--- config.mk ---
export PLATFORM = sky130hd
export DESIGN_NAME = rgft_regs
export DESIGN_NICKNAME = d
export VERILOG_FILES = /design/src/rtl/rgft_pkg.sv /design/src/rtl/rgft_regs.sv
export VERILOG_INCLUDE_DIRS = /design/src /design/src/rtl
export SDC_FILE = /design/constraint.sdc
export NUM_CORES = 1
export LEC_CHECK = 0
export BUFFER_PORTS_ARGS = -buffer_cell sky130_fd_sc_hd__buf_4
export CAP_MARGIN = 20
export CORE_UTILIZATION = 33
export DETAILED_ROUTE_END_ITERATION = 8
export PLACE_DENSITY = 0.6
export SLEW_MARGIN = 30
export SYNTH_ARGS = -nofsm -noshare
export SYNTH_HDL_FRONTEND = slang
export SYNTH_SLANG_ARGS = --single-unit
--- constraint.sdc ---
create_clock -name clock_i -period 3.7 [get_ports clock_i]
set_input_delay 0.37 -clock clock_i [delete_from_list [all_inputs] [get_ports clock_i]]
set_output_delay 0.37 -clock clock_i [all_outputs]
set_load 0.01 [all_outputs]
--- src/rtl/rgft_params.svh ---
// Constants for the rail group and fault response register bank.
// Assumes an 8-bit register port with 7-bit byte addresses.
`ifndef RGFT_PARAMS_SVH
`define RGFT_PARAMS_SVH
`define RGFT_OFS_CONV_GRP 7'h41
`define RGFT_OFS_MON_GRP 7'h43
`define RGFT_OFS_GRP_RESP 7'h44
`define RGFT_OFS_MOD_RESP 7'h45
`define RGFT_RESET_VALUE 8'h00
`define RGFT_POS_SEVERE 6
`define RGFT_POS_THIRD 4
`define RGFT_POS_PROC 2
`define RGFT_POS_MICRO 0
`define RGFT_POS_MON2 6
`define RGFT_POS_MON1 4
`define RGFT_POS_ANALOG 2
`endif

--- src/rtl/rgft_pkg.sv ---
// Types for the rail group and fault response register bank.
// Assumes nothing beyond the params header.
package rgft_pkg;
  typedef enum logic [1:0] {
    RGFT_GRP_NONE = 2'h0,
    RGFT_GRP_MICRO = 2'h1,
    RGFT_GRP_PROC = 2'h2,
    RGFT_GRP_THIRD = 2'h3
  } rgft_group_t;
  typedef enum logic [1:0] {
    RGFT_RESP_IMMEDIATE = 2'h0,
    RGFT_RESP_ORDERLY = 2'h1,
    RGFT_RESP_MICRO_ERR = 2'h2,
    RGFT_RESP_PROC_ERR = 2'h3
  } rgft_resp_t;
  typedef struct packed {
    logic [7:0] conv_grp_ff;
    logic [7:0] mon_grp_ff;
    logic [7:0] grp_resp_ff;
    logic [7:0] mod_resp_ff;
    logic [7:0] rdata_ff;
    logic [2:0] grp_fault_ff;
    logic [1:0] micro_resp_ff;
    logic [1:0] proc_resp_ff;
    logic [1:0] third_resp_ff;
    logic [1:0] severe_resp_ff;
    logic [1:0] moderate_resp_ff;
  } rgft_state_t;
endpackage : rgft_pkg

--- src/rtl/rgft_regs.sv ---
// Rail group and fault response register bank.
// Assumes a synchronous 8-bit register port from the serial interface
// and fault inputs already in the clock_i domain.
`include "rgft_params.svh"

module rgft_regs #(
  parameter logic [7:0] CONV_DEFAULT = `RGFT_RESET_VALUE,
  parameter logic [7:0] MON_DEFAULT = `RGFT_RESET_VALUE,
  parameter logic [7:0] GRP_RESP_DEFAULT = `RGFT_RESET_VALUE,
  parameter logic [7:0] MOD_RESP_DEFAULT = `RGFT_RESET_VALUE
) (
  input wire logic clock_i,
  input wire logic rst_i,
  input wire logic [6:0] reg_addr_i,
  input wire logic reg_wr_i,
  input wire logic reg_rd_i,
  input wire logic [7:0] reg_wdata_i,
  input wire logic [3:0] converter_fault_i,
  input wire logic [1:0] monitor_fault_i,
  input wire logic analog_fault_i,
  input wire logic severe_fault_i,
  input wire logic moderate_fault_i,
  output logic [7:0] reg_rdata_o,
  output logic [2:0] group_fault_o,
  output rgft_pkg::rgft_resp_t micro_group_response_o,
  output rgft_pkg::rgft_resp_t processor_group_response_o,
  output rgft_pkg::rgft_resp_t third_group_response_o,
  output rgft_pkg::rgft_resp_t severe_fault_response_o,
  output rgft_pkg::rgft_resp_t moderate_fault_response_o
);
  import rgft_pkg::*;

  rgft_state_t s_ff;
  rgft_state_t nxt_s;

  // ----------------------------------------
  // Group membership
  // ----------------------------------------
  // Returns a one-hot of groups hit by a faulting source; group 0 is none
  function automatic logic [2:0] grp_hit(input logic [1:0] sel,
                                         input logic flt);
    logic [2:0] h;
    h = 3'h0;
    if (flt && sel != RGFT_GRP_NONE) begin
      h[sel - 2'h1] = 1'b1;
    end
    return h;
  endfunction : grp_hit

  logic [2:0] hits;
  always_comb begin
    hits = 3'h0;
    for (int i = 0; i < 4; i++) begin
      hits |= grp_hit(s_ff.conv_grp_ff[2*i +: 2], converter_fault_i[i]);
    end
    hits |= grp_hit(s_ff.mon_grp_ff[`RGFT_POS_MON2 +: 2],
                    monitor_fault_i[1]);
    hits |= grp_hit(s_ff.mon_grp_ff[`RGFT_POS_MON1 +: 2],
                    monitor_fault_i[0]);
    hits |= grp_hit(s_ff.mon_grp_ff[`RGFT_POS_ANALOG +: 2],
                    analog_fault_i);
  end

  // ----------------------------------------
  // Next state
  // ----------------------------------------
  always_comb begin
    nxt_s = s_ff;
    if (reg_wr_i) begin
      unique case (reg_addr_i)
        `RGFT_OFS_CONV_GRP: nxt_s.conv_grp_ff = reg_wdata_i;
        `RGFT_OFS_MON_GRP: nxt_s.mon_grp_ff = reg_wdata_i;
        `RGFT_OFS_GRP_RESP: nxt_s.grp_resp_ff = reg_wdata_i;
        `RGFT_OFS_MOD_RESP: nxt_s.mod_resp_ff = reg_wdata_i;
        default: nxt_s.rdata_ff = s_ff.rdata_ff;
      endcase
    end
    // Unmapped reads return zero so software sees a defined value
    nxt_s.rdata_ff = 8'h00;
    if (reg_rd_i) begin
      unique case (reg_addr_i)
        `RGFT_OFS_CONV_GRP: nxt_s.rdata_ff = s_ff.conv_grp_ff;
        `RGFT_OFS_MON_GRP: nxt_s.rdata_ff = s_ff.mon_grp_ff;
        `RGFT_OFS_GRP_RESP: nxt_s.rdata_ff = s_ff.grp_resp_ff;
        `RGFT_OFS_MOD_RESP: nxt_s.rdata_ff = s_ff.mod_resp_ff;
        default: nxt_s.rdata_ff = 8'h00;
      endcase
    end
    nxt_s.grp_fault_ff = hits;
    nxt_s.micro_resp_ff = s_ff.grp_resp_ff[`RGFT_POS_MICRO +: 2];
    nxt_s.proc_resp_ff = s_ff.grp_resp_ff[`RGFT_POS_PROC +: 2];
    nxt_s.third_resp_ff = s_ff.grp_resp_ff[`RGFT_POS_THIRD +: 2];
    nxt_s.severe_resp_ff = s_ff.grp_resp_ff[`RGFT_POS_SEVERE +: 2];
    // Only bits 1:0 steer; reserved upper bits are storage only
    nxt_s.moderate_resp_ff = s_ff.mod_resp_ff[1:0];
  end

  // ----------------------------------------
  // State register
  // ----------------------------------------
  // Nonvolatile defaults arrive as parameters, constant under reset
  always_ff @(posedge clock_i or posedge rst_i) begin
    if (rst_i) begin
      s_ff <= '0;
      s_ff.conv_grp_ff <= CONV_DEFAULT;
      s_ff.mon_grp_ff <= MON_DEFAULT;
      s_ff.grp_resp_ff <= GRP_RESP_DEFAULT;
      s_ff.mod_resp_ff <= MOD_RESP_DEFAULT;
      s_ff.micro_resp_ff <= GRP_RESP_DEFAULT[1:0];
      s_ff.proc_resp_ff <= GRP_RESP_DEFAULT[3:2];
      s_ff.third_resp_ff <= GRP_RESP_DEFAULT[5:4];
      s_ff.severe_resp_ff <= GRP_RESP_DEFAULT[7:6];
      s_ff.moderate_resp_ff <= MOD_RESP_DEFAULT[1:0];
    end else begin
      s_ff <= nxt_s;
    end
  end

  assign reg_rdata_o = s_ff.rdata_ff;
  assign group_fault_o = s_ff.grp_fault_ff;
  assign micro_group_response_o = rgft_resp_t'(s_ff.micro_resp_ff);
  assign processor_group_response_o = rgft_resp_t'(s_ff.proc_resp_ff);
  assign third_group_response_o = rgft_resp_t'(s_ff.third_resp_ff);
  assign severe_fault_response_o = rgft_resp_t'(s_ff.severe_resp_ff);
  assign moderate_fault_response_o = rgft_resp_t'(s_ff.moderate_resp_ff);

  // ----------------------------------------
  // Checks
  // ----------------------------------------
  property p_conv_write;
    @(posedge clock_i) disable iff (rst_i)
      (reg_wr_i && reg_addr_i == `RGFT_OFS_CONV_GRP) ##1
      (reg_rd_i && !reg_wr_i && reg_addr_i == `RGFT_OFS_CONV_GRP)
      |=> reg_rdata_o == $past(reg_wdata_i, 2);
  endproperty
  a_conv_write: assert property (p_conv_write) else $error("conv rb");

  property p_mon2;
    @(posedge clock_i) disable iff (rst_i)
      (monitor_fault_i[1] && s_ff.mon_grp_ff[7:6] == 2'h2)
      |=> group_fault_o[1];
  endproperty
  a_mon2: assert property (p_mon2) else $error("mon2 group");

  property p_severe;
    @(posedge clock_i) disable iff (rst_i)
      (reg_wr_i && reg_addr_i == `RGFT_OFS_GRP_RESP) |=>
      ##1 severe_fault_response_o == $past(reg_wdata_i[7:6], 2);
  endproperty
  a_severe: assert property (p_severe) else $error("severe sel");

  // Checked from the bus side so a swapped field position is caught
  property p_third;
    @(posedge clock_i) disable iff (rst_i)
      (reg_wr_i && reg_addr_i == `RGFT_OFS_GRP_RESP) |=>
      ##1 third_group_response_o == $past(reg_wdata_i[5:4], 2);
  endproperty
  a_third: assert property (p_third) else $error("third sel");

  property p_proc;
    @(posedge clock_i) disable iff (rst_i)
      (reg_wr_i && reg_addr_i == `RGFT_OFS_GRP_RESP) |=>
      ##1 processor_group_response_o == $past(reg_wdata_i[3:2], 2);
  endproperty
  a_proc: assert property (p_proc) else $error("proc sel");

  property p_micro;
    @(posedge clock_i) disable iff (rst_i)
      (reg_wr_i && reg_addr_i == `RGFT_OFS_GRP_RESP) |=>
      ##1 micro_group_response_o == $past(reg_wdata_i[1:0], 2);
  endproperty
  a_micro: assert property (p_micro) else $error("micro sel");

  property p_moderate;
    @(posedge clock_i) disable iff (rst_i)
      (reg_wr_i && reg_addr_i == `RGFT_OFS_MOD_RESP) |=>
      ##1 moderate_fault_response_o == $past(reg_wdata_i[1:0], 2);
  endproperty
  a_moderate: assert property (p_moderate) else $error("mod sel");

  property p_none;
    @(posedge clock_i) disable iff (rst_i)
      (s_ff.conv_grp_ff == 8'h00 && s_ff.mon_grp_ff[7:2] == 6'h00)
      |=> group_fault_o == 3'h0;
  endproperty
  a_none: assert property (p_none) else $error("ungrouped hit");

  property p_conv1;
    @(posedge clock_i) disable iff (rst_i)
      (converter_fault_i[0] && s_ff.conv_grp_ff[1:0] == 2'h3)
      |=> group_fault_o[2];
  endproperty
  a_conv1: assert property (p_conv1) else $error("conv1 fault");

  property p_mon1;
    @(posedge clock_i) disable iff (rst_i)
      (monitor_fault_i[0] && s_ff.mon_grp_ff[5:4] == 2'h1)
      |=> group_fault_o[0];
  endproperty
  a_mon1: assert property (p_mon1) else $error("mon1 group");

  property p_analog;
    @(posedge clock_i) disable iff (rst_i)
      (analog_fault_i && s_ff.mon_grp_ff[3:2] == 2'h3)
      |=> group_fault_o[2];
  endproperty
  a_analog: assert property (p_analog) else $error("analog group");

  // Whole byte must return, reserved bits included
  property p_mod_rb;
    @(posedge clock_i) disable iff (rst_i)
      (reg_wr_i && reg_addr_i == `RGFT_OFS_MOD_RESP) ##1
      (reg_rd_i && !reg_wr_i && reg_addr_i == `RGFT_OFS_MOD_RESP)
      |=> reg_rdata_o == $past(reg_wdata_i, 2);
  endproperty
  a_mod_rb: assert property (p_mod_rb) else $error("mod rb");
endmodule : rgft_regs

After elaboration in Yosys (flattened, before gate mapping)
Index checks and enable logic that the tools add are counted.
- register bits after elaboration: 53
- output and inout bits: 21
- input port bits: 28
- logic and storage cells: 90
- muxes and demuxes: 23
- reductions and logical operators: 25
- bitwise gates (word level): 6
- eq/ne operators: 4
- magnitude comparators: 14
- add/sub/neg operators: 7
- operators by type and width (kind ; number):
    $pmux 8 s4 ; 1
    $eq 7x7->1 const B ; 4
    $lt 2x3->1 const B ; 7
    $mux 3 ; 7
    $or 3x3->3 ; 6
    $demux 1 s2 ; 7
    $ge 2x1->1 const B ; 7
    $logic_and 1x1->1 ; 14
    $reduce_bool 2->1 ; 7
    $sub 2x1->2 const B ; 7
    $mux 8 ; 1
    $reduce_and 2->1 ; 4
    $mux 1 ; 7

Logic depth before layout (Yosys ltp)
Gate-level depths: netlist of run 1.
- word-level depth: 12
- gate-level depth with buffers: 5
- depth with buffers taken out: 3

Worst setup path before layout of run 1
OpenSTA, ideal clock, no wires.
- kind: input -> register
- start: input reg_addr_i[3]
- end: register s_ff, in the netlist nxt_s[0]
- path buffers: 1
- arrival: 1.377 ns
- slack: 2.198 ns
- stages: 4
- setup time: 0.125 ns
- data required time: 3.575 ns
- cells stage by stage: nor4b_4 -> and4_1 -> buf_2 -> mux2_2
- longest elaborated chain between the ends: 2
- RTL lines (item ; RTL line ; source):
    from (decl) ; rgft_regs.sv:14 ; input wire logic [6:0] reg_addr_i,
    $eq 7x7->1 ; rgft_regs.sv:70 ; unique case (reg_addr_i)
    $reduce_and 2->1 (no line) ; n/a ;
    to (signal assigned) ; rgft_regs.sv:115 ; s_ff <= nxt_s;
    to (decl) ; rgft_regs.sv:33 ; rgft_state_t s_ff;
Every way passes these cells.
A chain may end at the register's enable or synchronous reset.

Worst setup path in the final report of run 1
- start: input reg_addr_i[3]
- end: register s_ff[39] (netlist bit)
Same word-level chain as after synthesis.

==> results of run 1 <==
==> layout by cell type, fill, tap and decap left out, types with 3 or more instances in the layout <==
| cell | synthesis | final |
|---|---|---|
| o22ai_1 | 3 | 3 |
| and3_1 | 3 | 3 |
| clkbuf_8 | 0 | 6 |
| buf_4 | 21 | 50 |
| nand3_1 | 17 | 17 |
| nand3b_1 | 3 | 3 |
| a31oi_1 | 3 | 3 |
| nand2_1 | 11 | 11 |
| dfrtp_1 | 53 | 53 |
| mux2_2 | 47 | 47 |
| a21oi_1 | 8 | 8 |
==> cell type report <==
class	count	area, um2
flip-flops and latches	53	1326
clock buffers	7	86.33
inverters	1	3.754
fillers	721	4368
repair buffers	50	375.4
clock inverters	1	30.03
well taps	99	123.9
multi-input cells	110	939.7
==> flip-flops by register name (all words and copies together) (netlist names) <==
name / cells
group_fault_o: 3
s_ff: 22
micro_group_response_o: 2
severe_fault_response_o: 2
third_group_response_o: 2
moderate_fault_response_o: 2
nxt_s: 10
processor_group_response_o: 2
reg_rdata_o: 8
==> path summary, 6_finish.rpt <==
| kind | start | to |
|---|---|---|
| setup / recovery | reg_addr_i[3] | s_ff[39] |
| hold / removal | rst_i | micro_group_response_o[0] |
| setup reg to reg | s_ff[47] | group_fault_o[1] |
| hold reg to reg | nxt_s[2] | severe_fault_response_o[0] |
| max in group asynchronous | rst_i | s_ff[47] |
| min in group clock_i | reg_wdata_i[5] | s_ff[50] |
==> where the power goes <==
| part | switching (mW) | total (mW) | internal (mW) |
|---|---|---|---|
| Clock | 0.180 | 0.400 | 0.221 |
| Sequential | 0.0308 | 0.652 | 0.622 |
| Combinational | 0.0640 | 0.147 | 0.0829 |
| Total | 0.274 | 1.20 | 0.925 |
==> logic make-up after synthesis <==
| logic type | after synthesis | synth area share |
|---|---|---|
| AND/OR/NAND/NOR | 44 | 0.1163 |
| buffers and inverters | 30 | 0.08396 |
| AO/OA/AOI/OAI | 18 | 0.04350 |
| flip-flops | 53 | 0.5362 |
| multiplexers | 48 | 0.2200 |
==> layer usage <==
layer  vias to the layer above  GRT usage
met1                       796     0.1729
met4                         0    0.05865
met3                        10    0.04104
met5                         -          0
met2                        43     0.2399
li1                        723          -
==> impl_metrics.yaml, run 1 <==
route:
  route.met2.wl_um: 2483
  top_layer_used: "met4"
  via_count: 1572
  dr_wl_met3_um: 266
  detail_route.wl_per_cell_um: 15.91
  vias_per_cell: 4.897
  ant_nets: 0
  drcViolationCount: 0
  first_iter_violations: 60
  wirelength_um: 5108
  m1WireLength_um: 2249
  drtPass1Iterations: 4
sta:
  fmax_mhz: 486.9
  slew_viol_final: 0
  tightest_slew_ns: 0.7723
  setup_violations: 0
  worst_clock_skew_ns: 0.009843
  setup_slack_ns: 1.646
  period_share: 0.5550
  grt_setup_unrepaired: "no"
  tns_ns: 0
  finalHoldViolCount: 0
  slew_headroom: 0.4829
  post-route-min-period_ns: 2.054
  hold_slack_ns: 0.1718
status:
  status: "finished clean"
synthesis:
  synth.avg_cell_area_um2: 12.82
  yosys_most_used_dff: "dfrtp_1"
  seq_area_frac_synth: 0.5362
  netlist_top_cells_count: "dfrtp_1, mux2_2, buf_4"
  async_reset_ff_frac: 1.000
  synth.area.top_cells: "dfrtp_1, mux2_2, buf_4"
  synth.largest_area_cell: "dfrtp_1"
  synth_edf_count: 0
  synth_seq_cells: 53
  synth_warnings: 0
  syn_nets: 221
  synth_cell_types: 23
  syn_area_um2: 2474
  netlist_instances: 193
  synth_most_common_cell: "dfrtp_1"
  synth_top_area_share: 0.5362
setup_path:
  crit_family: "simple AND/OR/NAND/NOR gates"
  critPathBufInv: 2
  required_ns: 3.89
  worst_path_max_delay_cell: "nor4b_4"
  endpoint_kind: "flop"
  crit_top_cell: "buf_4"
  critical_path_class: "in2reg"
  r2r_cells: 3
  rrSetupSlack_ns: 2.58
  crit_fanout: 13
  cp.arrival_ns: 2.25
  path_depth: 5
  critical-path-max-stage-delay_ns: 0.57
  crit_path_start_kind: "primary input"
  critical_path.cell_chain: "buf_4, nor4b_4, buf_4, and4_1, mux2_2"
global_routing:
  grt_max_degree: 35
  antenna_found_initial: 0
  overflow: 0
  grt_pass1_wl_um: 8217
  grtUsageTotal: 0.1430
  grt_pass1_vias: 1615
floorplanning:
  start_util: 0.3410
  dieWidth_um: 88.58
  core_area_um2: 7253
  die_y_um: 88.58
  rows: 31
  pin_count: 49
  design.die.area_um2: 7846
clock_tree:
  cts_buffers: 5
  insertion_delay_ns: 0.30
  cts_setup_buffers: 0
  clk_pin_slew_ns: 0.09
  cts.path.max_buffers: 2
  ctsRootBufferMaster: "clkbuf_8"
  hold_buffers: 0
  cts_tree: "built"
  cts.repair.resized: 0
  htree_levels: 2
  cts_sinks: 53
place:
  dp_slack_ns: 1.315
  hpwl_um: 3521
  routabilityCongestion: 0.7940
  port_buffers: 46
  dp.cells: 313
  place_area_um2: 2769
pwr:
  p_leak_nw: 1.444
  irDropWorstVdd_uv: 190.3
  p_total_mw: 1.200
  power.density_nw_per_um2: 415.8
finish:
  diodes: 0
  nets: 249
  fin_util: 0.3978
  syn2layout_area_growth_pct: 16.64
  drive_above_1_share: 0.4910
  stdcell_count: 321
  stdcell_area_um2: 2885
min_path:
  hold_path.class: "in2async"
job:
  cap_violations: 0
Power figures use the tool's default switching activity.
==> inputs of run 2 (changes only) <==
==> constraint.sdc (replaced) <==
create_clock -name clock_i -period 2.1 [get_ports clock_i]
set_input_delay 0.21 -clock clock_i [delete_from_list [all_inputs] [get_ports clock_i]]
set_output_delay 0.21 -clock clock_i [all_outputs]
set_load 0.01 [all_outputs]
==> impl_metrics.yaml, run 2 (same netlist as run 1, synthesis figures left out) <==
global_routing:
  grt_max_degree: 33
  grt_pass1_vias: 1582
  grt_pass1_wl_um: 8066
  overflow: 0
  antenna_found_initial: 0
  grtUsageTotal: 0.1431
place:
  place_area_um2: 2789
  port_buffers: 46
  dp_slack_ns: 0.3823
  routabilityCongestion: 0.7262
  hpwl_um: 3551
pwr:
  p_comb_frac: 0.129
  irDropWorstVdd_uv: 224.2
  seqPwrFrac: 0.567
  internal_power_mw: 1.544
  p_sw_frac: 0.2386
  switchingPower_mw: 0.4839
  p_leak_nw: 1.454
  power.density_nw_per_um2: 699.2
  clock_power_share: 0.304
floorplanning:
  pin_count: 49
  start_util: 0.3410
  die_y_um: 88.58
  design.die.area_um2: 7846
  rows: 31
  dieWidth_um: 88.58
  core_area_um2: 7253
route:
  ant_nets: 0
  detail_route.wl_per_cell_um: 15.58
  first_iter_violations: 96
  drcViolationCount: 0
  via_count: 1553
  vias_per_cell: 4.808
  drtPass1Iterations: 4
  wirelength_um: 5032
finish:
  drive_above_1_share: 0.4955
  syn2layout_area_growth_pct: 17.25
  final_common_cell: "dfrtp_1"
  stdcell_area_um2: 2900
  nets: 251
  diodes: 0
  largest_reg_flops: 22
  regMostFlops: "s_ff"
  layout_common_cells: "dfrtp_1, buf_4, mux2_2"
sta:
  slew_headroom: 0.4946
  grt_setup_unrepaired: "no"
  slew_viol_final: 0
  setup_violations: 0
  worst_clock_skew_ns: 0.007693
  setup_slack_ns: 0.7006
  post-route-min-period_ns: 1.399
  fmax_mhz: 714.6
  tns_ns: 0
  finalHoldViolCount: 0
  tightest_slew_ns: 0.7548
  period_share: 0.6664
setup_path:
  worst_path_max_delay_cell: "and4_1"
  critical_path_class: "in2reg"
  cp.arrival_ns: 1.59
  critical_path.cell_chain: "buf_4, nor4b_4, and4_1, mux2_2"
  critical-path-max-stage-delay_ns: 0.54
  r2r_cells: 3
  rr_endpoint: "group_fault_o[1]"
  crit_fanout: 8
  r2r_start: "s_ff[47]"
  endpoint_kind: "flop"
  required_ns: 2.29
  crit_path_start_kind: "primary input"
  rrSetupSlack_ns: 0.97
min_path:
  hold_depth: 2
  timing.hold.worst.start: "reg_wdata_i[5]"
  hold_path.class: "in2reg"
  holdPathEnd: "s_ff[50]"
job:
  cap_violations: 0
clock_tree:
  insertion_delay_ns: 0.30
  cts_buffers: 5
  clk_pin_slew_ns: 0.09
  cts.path.max_buffers: 2
  cts_sinks: 53
  cts_tree: "built"
  hold_buffers: 1
  cts_setup_buffers: 0
  htree_levels: 2
  cts.repair.resized: 0
  ctsRootBufferMaster: "clkbuf_8"
status:
  status: "finished clean"
-- run 2: cell types whose count changed in the layout (fill, tap and decap cells not counted), sizes merged --
cell,before,now
dlygate4sd3,0,1
clkinv,0,1
bufinv,1,0
buf,50,51
-- run 2: power by group through the flow --
stage	registers, mW	clock network, mW	logic (mW)
floorplan	1.15	0	0.183
global route	1.16	0.683	0.291
CTS	1.15	0.635	0.267
global placement	1.17	0	0.262
finish	1.15	0.617	0.262
detailed placement	1.17	0	0.264
-- run 2: through the flow --
stage	total power, mW	hold slack, ns	cells	util
CTS	2.052	0.1572	323	0.3999
global route	2.134	0.1502	323	0.3999
floorplan	1.333	0.3585	193	-
detailed placement	1.435	0.2731	314	0.3845
global placement	1.429	0.2696	314	0.3845
finish	2.028	0.1598	323	0.3999
-- run 2: final cells by class --
| class | instances | area [um2] |
|---|---|---|
| fillers | 703 | 4353 |
| flip-flops and latches | 53 | 1326 |
| multi-input cells | 110 | 939.7 |
| repair buffers | 52 | 405.4 |
| well taps | 99 | 123.9 |
| clock buffers | 7 | 96.34 |
| clock inverters | 1 | 5.005 |
| inverters | 1 | 3.754 |
-- run 2: per-layer routing --
layer,up-vias,GRT usage,share of wire
li1,727,-,-
met1,784,0.1836,0.46
met2,37,0.2287,0.49
met3,5,0.03918,0.040
met4,0,0.05865,0.015
met5,-,0,0
-- run 2: worst max-delay path, delay by kind of cell --
family	cells	cell delay, ns
and+or+nand+nor	2	0.88
buffers and inverters	1	0.12
muxes	1	0.39
-- run 2: worst max-delay path by stage --
stage	start	endpoint	slack [ns]	cells after the start
2_1_floorplan	rst_i	group_fault_o[0]	0.60	1
3_3_place_gp	reg_addr_i[3]	s_ff[43]	0.40	4
3_5_place_dp	reg_addr_i[3]	s_ff[44]	0.38	4
4_1_cts	reg_addr_i[3]	s_ff[44]	0.71	4
5_1_grt	reg_addr_i[3]	s_ff[24]	0.66	4
6_report	reg_addr_i[3]	s_ff[27]	0.70	4
==> inputs of run 3 (changes only) <==
==> constraint.sdc (replaced) <==
create_clock -name clock_i -period 1.4 [get_ports clock_i]
set_input_delay 0.14 -clock clock_i [delete_from_list [all_inputs] [get_ports clock_i]]
set_output_delay 0.14 -clock clock_i [all_outputs]
set_load 0.01 [all_outputs]
==> impl_metrics.yaml, run 3 (same netlist as run 1, synthesis figures left out) <==
status:
  status: "finished clean"
route:
  drcViolationCount: 0
  dr_wl_met3_um: 250
  ant_nets: 0
  via_count: 1587
  m1WireLength_um: 2284
  top_layer_used: "met4"
  vias_per_cell: 4.751
  drtPass1Iterations: 4
  first_iter_violations: 137
  route.met2.wl_um: 2420
  wirelength_um: 4972
  detail_route.wl_per_cell_um: 14.89
finish:
  largest_reg_flops: 22
  regMostFlops: "s_ff"
  fillers: 701
  final_common_cell: "buf_4"
  drive_above_1_share: 0.5191
  diodes: 0
  stdcell_count: 334
  layout.area.seq_um2: 1326
  syn2layout_area_growth_pct: 22.05
  multi_input_area_um2: 939.7
  fin_util: 0.4163
  stdcell_area_um2: 3019
  nets: 262
  layout_common_cells: "buf_4, dfrtp_1, mux2_2"
setup_path:
  crit_path_start_kind: "primary input"
  required_ns: 1.59
  critical_path.cell_chain: "buf_4, nor4b_4, buf_4, nand4b_4, mux2_2"
  critical_path_class: "in2reg"
  crit_top_cell: "buf_4"
  cp.arrival_ns: 1.37
  worst_path_max_delay_cell: "mux2_2"
  endpoint_kind: "flop"
  critical-path-max-stage-delay_ns: 0.34
  crit_fanout: 8
global_routing:
  antenna_found_initial: 0
  grt_max_degree: 54
  overflow: 0
  grt_pass1_vias: 1534
  grt_pass1_wl_um: 7948
  grtUsageTotal: 0.1379
pwr:
  seqPwrFrac: 0.517
  clock_power_share: 0.360
  irDropWorstVdd_uv: 444.6
  p_comb_frac: 0.122
  p_leak_nw: 1.519
  p_total_mw: 3.329
  internal_power_mw: 2.588
  switchingPower_mw: 0.7404
  power.density_nw_per_um2: 1103
  p_sw_frac: 0.2224
floorplanning:
  start_util: 0.3410
  rows: 31
  core_area_um2: 7253
  dieWidth_um: 88.58
  design.die.area_um2: 7846
  die_y_um: 88.58
  pin_count: 49
clock_tree:
  cts.path.max_buffers: 2
  cts_buffers: 5
  cts_sinks: 53
  clk_pin_slew_ns: 0.10
  cts.repair.resized: 0
  insertion_delay_ns: 0.30
  hold_buffers: 1
  htree_levels: 2
  ctsRootBufferMaster: "clkbuf_8"
  cts_tree: "built"
  cts_setup_buffers: 0
sta:
  slew_viol_final: 0
  slew_headroom: 0.8124
  setup_slack_ns: 0.2219
  period_share: 0.8415
  grt_setup_unrepaired: "no"
  worst_clock_skew_ns: 0.008453
  fmax_mhz: 848.9
  tightest_slew_ns: 0.2802
  setup_violations: 0
  post-route-min-period_ns: 1.178
  finalHoldViolCount: 0
place:
  port_buffers: 46
  routabilityCongestion: 0.7420
  place_area_um2: 2875
  dp.cells: 325
  hpwl_um: 3561
  dp_slack_ns: -0.1159
job:
  cap_violations: 0
min_path:
  hold_path.class: "in2reg"
run 3: changes by cell type in the layout (fill, tap and decap cells not counted):
cell / previous run / this run
buf_4: 50 / 61
bufinv_16: 0 / 2
clkbuf_8: 7 / 5
clkinvlp_4: 0 / 1
inv_2: 1 / 0
run 3: path summary, 6_finish.rpt:
kind	endpoint	start	slack [ns]	cells past startpoint
max	nxt_s[4]	reg_addr_i[3]	0.22	5
min	nxt_s[6]	reg_wdata_i[2]	0.09	2
max reg2reg	group_fault_o[1]	s_ff[48]	0.29	3
min reg2reg	processor_group_response_o[1]	nxt_s[7]	0.40	0
max in group asynchronous	s_ff[50]	rst_i	0.70	4
min in group asynchronous	processor_group_response_o[0]	rst_i	0.45	4
run 3: metrics by stage:
step           setup TNS (ns)  hold WS [ns]
6_report                    0       0.09459
5_1_grt                     0       0.08108
2_1_floorplan               0        0.2014
3_3_place_gp           -1.983        0.2352
4_1_cts                     0       0.08689
3_5_place_dp           -2.461        0.2363
run 3: cell type report:
type                            count  share of cell area
Inverter                            1            0.002487
Sequential cell                    53              0.4393
Tap cell                           99             0.04103
Clock buffer                        5             0.02279
Multi-Input combinational cell    110              0.3112
Timing Repair Buffer               63              0.1616
Clock inverter                      3             0.02155
run 3: metal layers:
metal | GRT usage | vias up
li1 | - | 752
met2 | 0.2231 | 36
met4 | 0.03519 | 0
met5 | 0 | -
met1 | 0.1878 | 797
met3 | 0.03078 | 2
run 3: power groups by stage:
stage	clock network (mW)	logic [mW]	registers, mW
2_1_floorplan	0	0.275	1.72
3_3_place_gp	0	0.406	1.75
3_5_place_dp	0	0.410	1.75
4_1_cts	1.24	0.414	1.72
5_1_grt	1.30	0.449	1.74
6_report	1.20	0.407	1.72
run 3: worst max-delay path, delay by kind of cell:
kind | cells | cell delay (ns)
muxes | 1 | 0.34
and+or+nand+nor | 2 | 0.56
buffers and inverters | 2 | 0.33
